===== config.mk =====
export PLATFORM = sky130hd
export DESIGN_NAME = vbi_ancillary_packet_framer
export DESIGN_NICKNAME = d
export VERILOG_FILES = /design/src/pkg/vbi_framer_pkg.sv /design/src/rtl/vbi_ancillary_packet_framer.sv
export VERILOG_INCLUDE_DIRS = /design/src /design/src/pkg
export SDC_FILE = /design/constraint.sdc
export NUM_CORES = 1
export LEC_CHECK = 0
export BUFFER_PORTS_ARGS = -buffer_cell sky130_fd_sc_hd__buf_2
export CORE_MARGIN = 4
export CORE_UTILIZATION = 56
export CTS_BUF_LIST = sky130_fd_sc_hd__clkbuf_8
export CTS_CLUSTER_DIAMETER = 150
export DETAILED_ROUTE_END_ITERATION = 16
export PLACE_DENSITY = 0.77
export SLEW_MARGIN = 30
export SYNTH_ARGS = -nofsm -noshare
export SYNTH_HDL_FRONTEND = slang
export SYNTH_SLANG_ARGS = --single-unit

===== constraint.sdc =====
create_clock -name clk -period 4.7 [get_ports clk]
set_input_delay 0.235 -clock clk [delete_from_list [all_inputs] [get_ports clk]]
set_output_delay 0.235 -clock clk [all_outputs]
set_load 0.01 [all_outputs]

===== src/pkg/vbi_framer_defs.svh =====
/*
 * Constants of the ancillary packet framer: word values, word positions,
 * data count codes, raw byte counts and the location of the format select bit.
 * Assumes it is included by its bare name and defines nothing else.
 */
`ifndef VBI_FRAMER_DEFS_SVH
`define VBI_FRAMER_DEFS_SVH

// ----------------------------------------------------------------------
// Fixed packet words
// ----------------------------------------------------------------------
`define PREAMBLE_LO      10'h000
`define PREAMBLE_HI      10'h3ff
`define DID_WORD         10'h140
`define PAD_WORD         10'h200

// ----------------------------------------------------------------------
// Word positions inside a packet
// ----------------------------------------------------------------------
`define IDX_DID          4'h3
`define IDX_SDID         4'h4
`define IDX_COUNT        4'h5
`define IDX_FIRST_UDW    4'h6
`define IDX_LAST_LONG    4'he
`define IDX_LAST_SHORT   4'ha

// ----------------------------------------------------------------------
// Data count codes and raw byte counts
// ----------------------------------------------------------------------
`define COUNT_EIGHT_UDW  2'h2
`define COUNT_FOUR_UDW   2'h1
`define BYTES_DOUBLE     4'h4
`define BYTES_SINGLE     4'h2

// ----------------------------------------------------------------------
// Format select location in the decoder's configuration space
// ----------------------------------------------------------------------
`define FMT_SEL_OFFSET   8'h4c
`define FMT_SEL_BIT      0

`endif


===== src/pkg/vbi_framer_pkg.sv =====
/*
 * Types of the ancillary packet framer.
 * Assumes nothing of its surroundings.
 */
package vbi_framer_pkg;

    // ------------------------------------------------------------------
    // Types
    // ------------------------------------------------------------------
    typedef logic [3:0] line_code_type;      // Source line code
    typedef enum logic {IDLE, SEND} fsm_type; // Framer sequencer

endpackage : vbi_framer_pkg


===== src/rtl/vbi_ancillary_packet_framer.sv =====
/*
 * Ancillary packet framer: formats bytes recovered by the line slicer
 * into packets and inserts them into the blanking of a 10-bit stream.
 * Assumes the stream, the end-of-active-video strobe and the slicer
 * outputs all come from logic on clk, so no input is synchronised.
 */
// Functional notes
// - Format bit 0: bytes split into nibbles
// - Format bit 1: each byte one whole word
// - Format bit is configuration bit 0 at 0x4C
// - Double half-byte: 15 words, count 2, nibbles
// - Double full-byte: 11 words, count 1, bytes
// - Single half-byte: count 1, four nibble words
// - Single full-byte: two bytes, two 200h pads
// - Preamble 000,3FF,3FF then identifier 140h
// - Header, nibble words: even parity, inverse above
// - Checksum sums D[8:2] from identifier onward
// - Packet starts right after end-of-active-video
`timescale 1ns/1ns
`default_nettype none
`include "vbi_framer_defs.svh"

module vbi_ancillary_packet_framer (
    input  wire logic                          clk,                 // 10 MHz clock
    input  wire logic                          rst_b,               // Sync reset, low
    input  wire logic [9:0]                    video_in,            // Stream from timing
    input  wire logic                          eav_done,            // Last end code word
    input  wire logic                          ancillary_byte_format_sel, // Byte format
    input  wire logic                          slice_valid,         // Slicer has data
    input  wire logic                          line_decode_en,      // Line is enabled
    input  wire logic [31:0]                   slice_data,          // Bytes, first low
    input  wire logic                          double_rate_flag,    // Four bytes sliced
    input  wire logic                          even_field_flag,     // From even field
    input  wire vbi_framer_pkg::line_code_type slice_line,          // Source line code
    output var  logic [9:0]                    video_out,           // Stream with packets
    output var  logic                          anc_active           // Packet word on out
);
    import vbi_framer_pkg::*;

    // ------------------------------------------------------------------
    // State record
    // ------------------------------------------------------------------
    typedef struct packed {
        fsm_type       st;        // Sequencer
        logic          pend;      // Packet waiting for next line
        logic [31:0]   lat_data;  // Waiting bytes
        logic          lat_ef;    // Waiting field flag
        logic          lat_dr;    // Waiting rate flag
        line_code_type lat_line;  // Waiting line code
        logic [31:0]   data;      // Bytes in flight
        logic          ef;        // Field flag in flight
        logic          dr;        // Rate flag in flight
        logic          fmt;       // Format in flight
        line_code_type line;      // Line code in flight
        logic [3:0]    idx;       // Word being built
        logic [6:0]    cs;        // Running checksum
        logic [9:0]    vid;       // Output word
        logic          act;       // Output word is a packet word
        logic [3:0]    oidx;      // Index of the output word
    } framer_state_type;

    framer_state_type s_q;        // Registered state
    framer_state_type s_d;        // Next state
    logic             start_pkt;  // Packet begins this cycle
    logic [9:0]       word;       // Word built this cycle

    // ------------------------------------------------------------------
    // Helpers
    // ------------------------------------------------------------------
    // Parity pair on top of an 8-bit payload
    function automatic logic [9:0] with_parity(input logic [7:0] d);
        logic ep;
        ep = ^d;
        return {~ep, ep, d};
    endfunction : with_parity

    // Index of the checksum word for a layout
    function automatic logic [3:0] last_idx(input logic dr, input logic fmt);
        return (dr && !fmt) ? `IDX_LAST_LONG : `IDX_LAST_SHORT;
    endfunction : last_idx

    // Word at a position of the packet
    function automatic logic [9:0] word_at(
        input logic [3:0]    idx,
        input logic [31:0]   data,
        input logic          ef,
        input logic          dr,
        input logic          fmt,
        input line_code_type line,
        input logic [6:0]    cs
    );
        logic [3:0] k;
        logic [1:0] sel;
        logic [7:0] b;
        logic [3:0] nib;
        logic [1:0] dc;
        k   = idx - `IDX_FIRST_UDW;
        sel = fmt ? k[1:0] : k[2:1];
        b   = 8'(data >> {sel, 3'h0});
        nib = k[0] ? b[3:0] : b[7:4];
        dc  = (dr && !fmt) ? `COUNT_EIGHT_UDW : `COUNT_FOUR_UDW;
        if (idx == 4'h0) begin
            word_at = `PREAMBLE_LO;
        end else if (idx < `IDX_DID) begin
            word_at = `PREAMBLE_HI;
        end else if (idx == `IDX_DID) begin
            word_at = `DID_WORD;
        end else if (idx == `IDX_SDID) begin
            word_at = with_parity({ef, dr, line, 2'h0});
        end else if (idx == `IDX_COUNT) begin
            word_at = with_parity({4'h0, dc, 2'h0});
        end else if (idx == last_idx(dr, fmt)) begin
            word_at = {~cs[6], cs, 2'h0};
        end else if (!fmt) begin
            word_at = with_parity({2'h0, nib, 2'h0});
        end else if (k < (dr ? `BYTES_DOUBLE : `BYTES_SINGLE)) begin
            word_at = {b, 2'h0};
        end else begin
            word_at = `PAD_WORD;
        end
    endfunction : word_at

    // ------------------------------------------------------------------
    // Next state
    // ------------------------------------------------------------------
    // Start only with a packet waiting and nothing in flight
    assign start_pkt = eav_done && s_q.pend && (s_q.st == IDLE);

    assign word = word_at(s_q.idx, s_q.data, s_q.ef, s_q.dr, s_q.fmt, s_q.line, s_q.cs);

    // Sequencer, capture and output word
    always_comb begin
        s_d = s_q;
        // Launch the waiting packet
        if (start_pkt) begin
            s_d.st   = SEND;
            s_d.pend = 1'b0;
            s_d.data = s_q.lat_data;
            s_d.ef   = s_q.lat_ef;
            s_d.dr   = s_q.lat_dr;
            s_d.line = s_q.lat_line;
            s_d.fmt  = ancillary_byte_format_sel;
            s_d.idx  = 4'h0;
            s_d.cs   = 7'h00;
        end
        // Capture after launch so that fresh data is never lost
        if (slice_valid && line_decode_en) begin
            s_d.pend     = 1'b1;
            s_d.lat_data = slice_data;
            s_d.lat_ef   = even_field_flag;
            s_d.lat_dr   = double_rate_flag;
            s_d.lat_line = slice_line;
        end
        unique case (s_q.st)
            IDLE: begin
                // Blanking passes through untouched
                s_d.vid = video_in;
                s_d.act = 1'b0;
            end
            SEND: begin
                // Packet word replaces the stream word
                s_d.vid  = word;
                s_d.act  = 1'b1;
                s_d.oidx = s_q.idx;
                s_d.idx  = s_q.idx + 4'h1;
                if ((s_q.idx >= `IDX_DID) && (s_q.idx < last_idx(s_q.dr, s_q.fmt))) begin
                    s_d.cs = s_q.cs + word[8:2];
                end
                if (s_q.idx == last_idx(s_q.dr, s_q.fmt)) begin
                    s_d.st = IDLE;
                end
            end
        endcase
    end

    // State register
    always_ff @(posedge clk) begin
        if (!rst_b) begin
            s_q <= '0;
        end else begin
            s_q <= s_d;
        end
    end

    assign video_out  = s_q.vid;
    assign anc_active = s_q.act;

    // ------------------------------------------------------------------
    // Checks
    // ------------------------------------------------------------------
    logic [6:0] chk_sum; // Sum of output words seen so far
    logic [3:0] o_last;  // Checksum index of current packet

    assign o_last = last_idx(s_q.dr, s_q.fmt);

    // Independent checksum of what actually left the block
    always_ff @(posedge clk) begin
        if (!rst_b || start_pkt) begin
            chk_sum <= 7'h00;
        end else if (s_q.act && (s_q.oidx >= `IDX_DID) && (s_q.oidx < o_last)) begin
            chk_sum <= chk_sum + video_out[8:2];
        end
    end
endmodule : vbi_ancillary_packet_framer
`default_nettype wire


# Word level (Yosys, flattened, before mapping)
# Index checks and enable logic that the tools add are counted.
[word_totals]
reg_bits = 101
latchBits = 0
mem_bits_rw = 0
rom_bits = 0
inputBits = 54
output_inout_bits = 11
wordCells = 65
n_memories = 0
[classes]
addsub = 3
n_mul = 0
div_mod_pow = 0
n_lt_le_gt_ge = 4
n_eq_ne = 4
shift = 1
muxes = 21
bitwise_logic = 5
n_reduce_logical = 12
[op_table]
columns = ["operator", "count"]
rows = [
  ["$mux 10", 8],
  ["$mux 39", 1],
  ["$shr 32x5->8", 1],
  ["$reduce_xor 8->1", 3],
  ["$mux 11", 2],
  ["$pmux 11 s2", 1],
  ["$eq 4x3->1 const B", 2],
  ["$add 7x7->7", 1],
  ["$mux 7", 1],
  ["$mux 2", 3],
  ["$mux 3", 2],
  ["$logic_and 1x1->1", 5],
  ["$not 1->1", 5],
  ["$add 4x1->4 const B", 1],
  ["$eq 4x2->1 const B", 1],
  ["$eq 4x4->1", 1],
  ["$ge 4x2->1 const B", 1],
  ["$logic_not 4->1", 1],
  ["$lt 4x2->1 const B", 1],
  ["$lt 4x3->1", 1],
  ["$lt 4x4->1", 1],
  ["$mux 4", 1],
  ["$reduce_bool 2->1", 2],
  ["$sub 4x3->4 const B", 1],
  ["other kinds (2)", 3],
]

# Longest topological paths before layout
[logic_depth]
word_depth = 16
ltp_mapped = 21

# Worst setup path before layout
# No wires, ideal clock.
[synth_timing]
path_kind = "register -> register"
from = "reg s_q[31] in the netlist's numbering"
to = "reg s_q[21] in the netlist's numbering"
arrival_time_ns = 3.582
required_time_ns = 4.628
slack_ns = 1.046
path_stages_with_launch = 22
path_buffers = 3
cell_sequence = "dfxtp_1 clkbuf_1 nand2_1 ha_1 and4b_2 buf_2 nor2_1 and4b_1 clkbuf_2 a221o_1 o211ai_1 a21oi_1 ha_1 inv_1 fa_1 nor2b_1 o21ai_0 a21oi_1 o21ai_0 and3_1 mux2i_1 mux2i_1"
[synth_via]
elab_chain_len = 13
elab_cells_between_ends = 21
[synth_lines]
columns = ["element", "line_no", "source"]
rows = [
  ["start, declared", "vbi_ancillary_packet_framer.sv:62", "framer_state_type s_q;"],
  ["start signal, assigned", "vbi_ancillary_packet_framer.sv:179", "s_q <= '0;"],
  ["start signal, assigned", "vbi_ancillary_packet_framer.sv:181", "s_q <= s_d;"],
  ["$mux 3 (no source line)", "-", ""],
  ["$lt 4x3->1", "vbi_ancillary_packet_framer.sv:116", "end else if (k < (dr ? `BYTES_DOUBLE : `BYTES_SINGLE)) begin"],
  ["$mux 10", "vbi_ancillary_packet_framer.sv:116", ""],
  ["$mux 10", "vbi_ancillary_packet_framer.sv:114", "end else if (!fmt) begin"],
  ["$mux 10", "vbi_ancillary_packet_framer.sv:112", "end else if (idx == last_idx(dr, fmt)) begin"],
  ["$mux 10", "vbi_ancillary_packet_framer.sv:110", "end else if (idx == `IDX_COUNT) begin"],
  ["$mux 10", "vbi_ancillary_packet_framer.sv:108", "end else if (idx == `IDX_SDID) begin"],
  ["$mux 10", "vbi_ancillary_packet_framer.sv:106", "end else if (idx == `IDX_DID) begin"],
  ["$mux 10", "vbi_ancillary_packet_framer.sv:104", "end else if (idx < `IDX_DID) begin"],
  ["$mux 10", "vbi_ancillary_packet_framer.sv:102", "if (idx == 4'h0) begin"],
  ["$add 7x7->7", "vbi_ancillary_packet_framer.sv:167", "s_d.cs = s_q.cs + word[8:2];"],
  ["$mux 7 *", "vbi_ancillary_packet_framer.sv:166", "if ((s_q.idx >= `IDX_DID) && (s_q.idx < last_idx(s_q.dr, s_q.fmt))) begin"],
  ["$mux 11 *", "vbi_ancillary_packet_framer.sv:154", "unique case (s_q.st)"],
]
# Mark *: on every way between the ends. The rest lies on a longest branch, timed or not.
# A chain may end at the register's enable or synchronous reset.

# Worst setup path in the final report
[layout_timing]
from = "reg s_q[24] in the netlist's numbering"
to = "reg s_q[21] in the netlist's numbering"
[layout_via]
elab_chain_len = 15
elab_cells_between_ends = 26
[layout_lines]
columns = ["element", "line_no", "source"]
rows = [
  ["$sub 4x3->4 (no source line)", "-", ""],
  ["$mux 2", "vbi_ancillary_packet_framer.sv:98", "sel = fmt ? k[1:0] : k[2:1];"],
  ["$shr 32x5->8", "vbi_ancillary_packet_framer.sv:99", "b = 8'(data >> {sel, 3'h0});"],
  ["$mux 4", "vbi_ancillary_packet_framer.sv:100", "nib = k[0] ? b[3:0] : b[7:4];"],
  ["$reduce_xor 8->1", "vbi_ancillary_packet_framer.sv:73", "ep = ^d;"],
  ["$mux 10", "vbi_ancillary_packet_framer.sv:114", ""],
  ["$mux 10", "vbi_ancillary_packet_framer.sv:112", ""],
  ["$mux 10", "vbi_ancillary_packet_framer.sv:110", ""],
  ["$mux 10", "vbi_ancillary_packet_framer.sv:108", ""],
  ["$mux 10", "vbi_ancillary_packet_framer.sv:106", ""],
  ["$mux 10", "vbi_ancillary_packet_framer.sv:104", ""],
  ["$mux 10", "vbi_ancillary_packet_framer.sv:102", ""],
  ["$add 7x7->7", "vbi_ancillary_packet_framer.sv:167", ""],
  ["$mux 7 *", "vbi_ancillary_packet_framer.sv:166", ""],
  ["$mux 11 *", "vbi_ancillary_packet_framer.sv:154", ""],
]
# Marked as above.

==> implementation parameters <==
Parameter                              Value

Logic synthesis
  Sequential cell area fraction in the yosys report    37.9%
  Flip-flop cell with the highest count after synthesis    dfxtp_1
  FFs w/ async S/R, synth    0%
  Summed instance area of the synthesized netlist    0.00533 mm^2
  Area contributors post-synth    dfxtp_1, nand2_1, a21boi_0
  Most common cell in the synthesized netlist    nand2_1
  Count of warnings emitted by yosys    0
  Post-synthesis net count    approximately 700
  Most instantiated cells after synthesis    nand2_1, dfxtp_1, a21boi_0
  Most area-hungry cell type in the Yosys netlist    dfxtp_1
  Area share of the largest cell type after synthesis    approximately 38%
  Syn_area_per_cell    ~8.4 um^2
  Synthesized netlist cell count    between 600 and 700
  FF+latch count, synth    101
  EDFF count, synth    0
  Post-synthesis cell type count    52

Drt
  Final routed wirelength across all metal layers    11,900 um
  Vias per inst    around 5.4
  Routed WL per cell    around 15 um
  Vias post-DR    4,269
  Drt drc    0
  Number of antenna-violating nets in the routed design    0
  DR iter-0 viols    ~200
  Pre-antenna DRT Iters    4

Hold path
  Worst hold stages    3
  Hold/Removal Path Class    in -> reg
  Start point of the worst hold path    slice_data[18]

STA
  Minimum setup slack in the final design    between 0.5 and 0.6 ns
  Final count of hold timing violations    0
  Setup_tns    0 ns
  Final setup skew    0.0164 ns
  Slew at the pin closest to its max-slew limit    0.870 ns
  Max-slew violation count    0
  Period Utilization, post-route    roughly nine tenths
  Maximum operating frequency    240 MHz
  Post-layout min period    between 4 and 5 ns
  Worst hold slack after final layout    roughly 0.094 ns
  Number of setup violations in the final report    0
  Setup repair after global routing missed its margin    false
  Slew margin rel.    about two fifths

Power
  Reported net switching power    0.431 mW
  Fraction of power consumed by combinational cells    a little over a tenth
  Peak supply drop    0.155 mV
  Register share of total power    a little under three fifths
  Switch share    26.8%
  Leakage    2.12 nW
  Clock power share    ~34%
  Power per cell area    between 200 and 300 mW/mm^2
  Internal power    between 1 and 1.5 mW

Floorplanning
  Cell Rows    35
  Total Die Area    around 0.011 mm^2
  Starting density of the core    roughly 58%
  Die X-Extent    about 110 um
  I/O pin count    65
  Core footprint    ~0.0092 mm^2
  Y dimension of the die    106 um

Clock network
  CTS Sinks    about 100
  Resized cells post-CTS    0
  Number of buffers added by the clock tree synthesis step    9
  Bufs on Longest Clock Path    2
  CTS tree    built
  Clk Tree Root Cell    clkbuf_8
  Clock slew at reported path FFs    roughly 0.11 ns
  Clock latency reported for the late side of the worst-skew pair    0.37 ns
  Post-CTS setup repair buffer count    0
  H-tree depth reported by CTS    3
  Number of buffers added to fix hold violations after cts    0

Cells and area
  Count of inserted antenna diode cells    0
  Fraction of final layout cells sized beyond drive strength 1    16.1%
  # nets final    about 730
  Area growth from synthesis to final layout    7.35%
  Post-layout instance area    between 0.005 and 0.006 mm^2

Global route
  Vias in the first global route    between 4,000 and 5,000
  Antenna violations before repair    0
  Wire length of the first global-routing pass    about 20,000 um
  Final global-route overflow total    0
  Largest net degree at the start of global routing    between 60 and 70
  GRT Overall Usage    between 20% and 30%

Worst setup path
  Worst-path fanout max    15
  Reg-to-reg setup timing slack    roughly 0.53 ns
  CP startpoint    s_q[24]
  Worst endpoint required time    ~5 ns
  Number of cells traversed by the worst register-to-register path    17
  Critical path endpoint category    flop
  Setup crit start kind    flop
  R2R Path Start    s_q[24]
  Kind of critical path    reg -> reg
  Arrival time at the worst endpoint    ~4.5 ns

Placed design
  Number of buffers added on ports    64
  Area of placed instances    roughly 0.0055 mm^2
  Total half-perimeter wirelength after legalization and detailed placement    slightly below 9000 um
  Place WS    0.594 ns
  GPL Wtd Cong    around 0.9

Status
  Run status    finished, final reports clean

Job
  Max capacitance violation total    0
power by group through the flow:
stage	clock network (mW)	registers [mW]	logic (mW)
floorplan	0	0.911	0.136
global placement	0	0.918	0.169
detailed placement	0	0.919	0.172
CTS	0.553	0.899	0.173
global route	0.593	0.903	0.194
finish	0.539	0.899	0.172
final timing paths:
kind,end
setup / recovery,s_q[21]
hold / removal,s_q[89]
setup reg to reg,s_q[21]
hold reg to reg,s_q[54]
per-layer routing:
layer	up-vias	track usage, %	wire [um]
met1	1985	27.2	5390
met2	86	39.8	5930
met5	-	0	0
li1	2186	-	-
met4	0	6.29	142
met3	12	4.16	395
registers in the layout (all words and copies together), names as in the netlist:
name,flops
s_q,90
anc_active,1
video_out,10
layout make-up:
class                      count  area [um^2]
clock inverter                 6         56.3
inverter                      11         41.3
tap                          129          161
timing repair buffer          71          373
sequential                   101         2020
multi-input combinational    464         2930
fill                         857         3520
clock buffer                  10          138
layout by cell type, fill, tap and decap left out, types with 2 or more instances in the layout:
master,n
nand2b_1,4
mux4_2,7
a221oi_1,7
o21a_1,2
xnor2_1,9
buf_4,7
inv_8,2
and2_1,6
dfxtp_1,100
o21ai_0,12
nor4_1,4
buf_2,64
nor2_1,25
clkinv_4,3
mux2i_1,26
clkbuf_8,10
o2111ai_1,4
nand3_1,7
ha_1,12
xor2_1,3
a221o_1,2
inv_1,11
or2_2,2
nor2b_1,13
nor3_1,4
o211ai_1,2
nor3b_1,6
and3_1,2
a21o_1,4
a21oi_1,17
o31ai_1,2
nand2_1,177
a22oi_1,7
a21boi_0,81
logic make-up after synthesis:
logic type	Yosys count	share of synthesized area, %
simple gates	259	21.2
compound gates	145	19.9
flops	101	37.9
buf+inv	67	7.21
mux	35	8.55
fa+ha+maj	13	3.19
xor+xnor	12	1.97
per-stage QoR:
step | utilization (%) | power [mW] | cells
2_1_floorplan | - | 1.05 | 632
3_3_place_gp | 59.8 | 1.09 | 776
3_5_place_dp | 59.8 | 1.09 | 776
4_1_cts | 61.9 | 1.63 | 792
5_1_grt | 61.9 | 1.69 | 792
6_report | 61.9 | 1.61 | 792
worst max-delay path: stages (launching register included):
cell      delay [ns]
dfxtp_1         0.43
ha_1            0.67
ha_1            0.33
o21ai_0         0.06
and4b_1         0.36
a221o_1         0.20
o211ai_1        0.08
a21oi_1         0.23
ha_1            0.22
inv_1           0.06
fa_1            0.39
nor2b_1         0.11
o21ai_0         0.11
a21oi_1         0.19
o21ai_0         0.11
and3_1          0.19
mux2i_1         0.16
mux2i_1         0.20
Note: power is estimated with default switching activity, not from simulation.
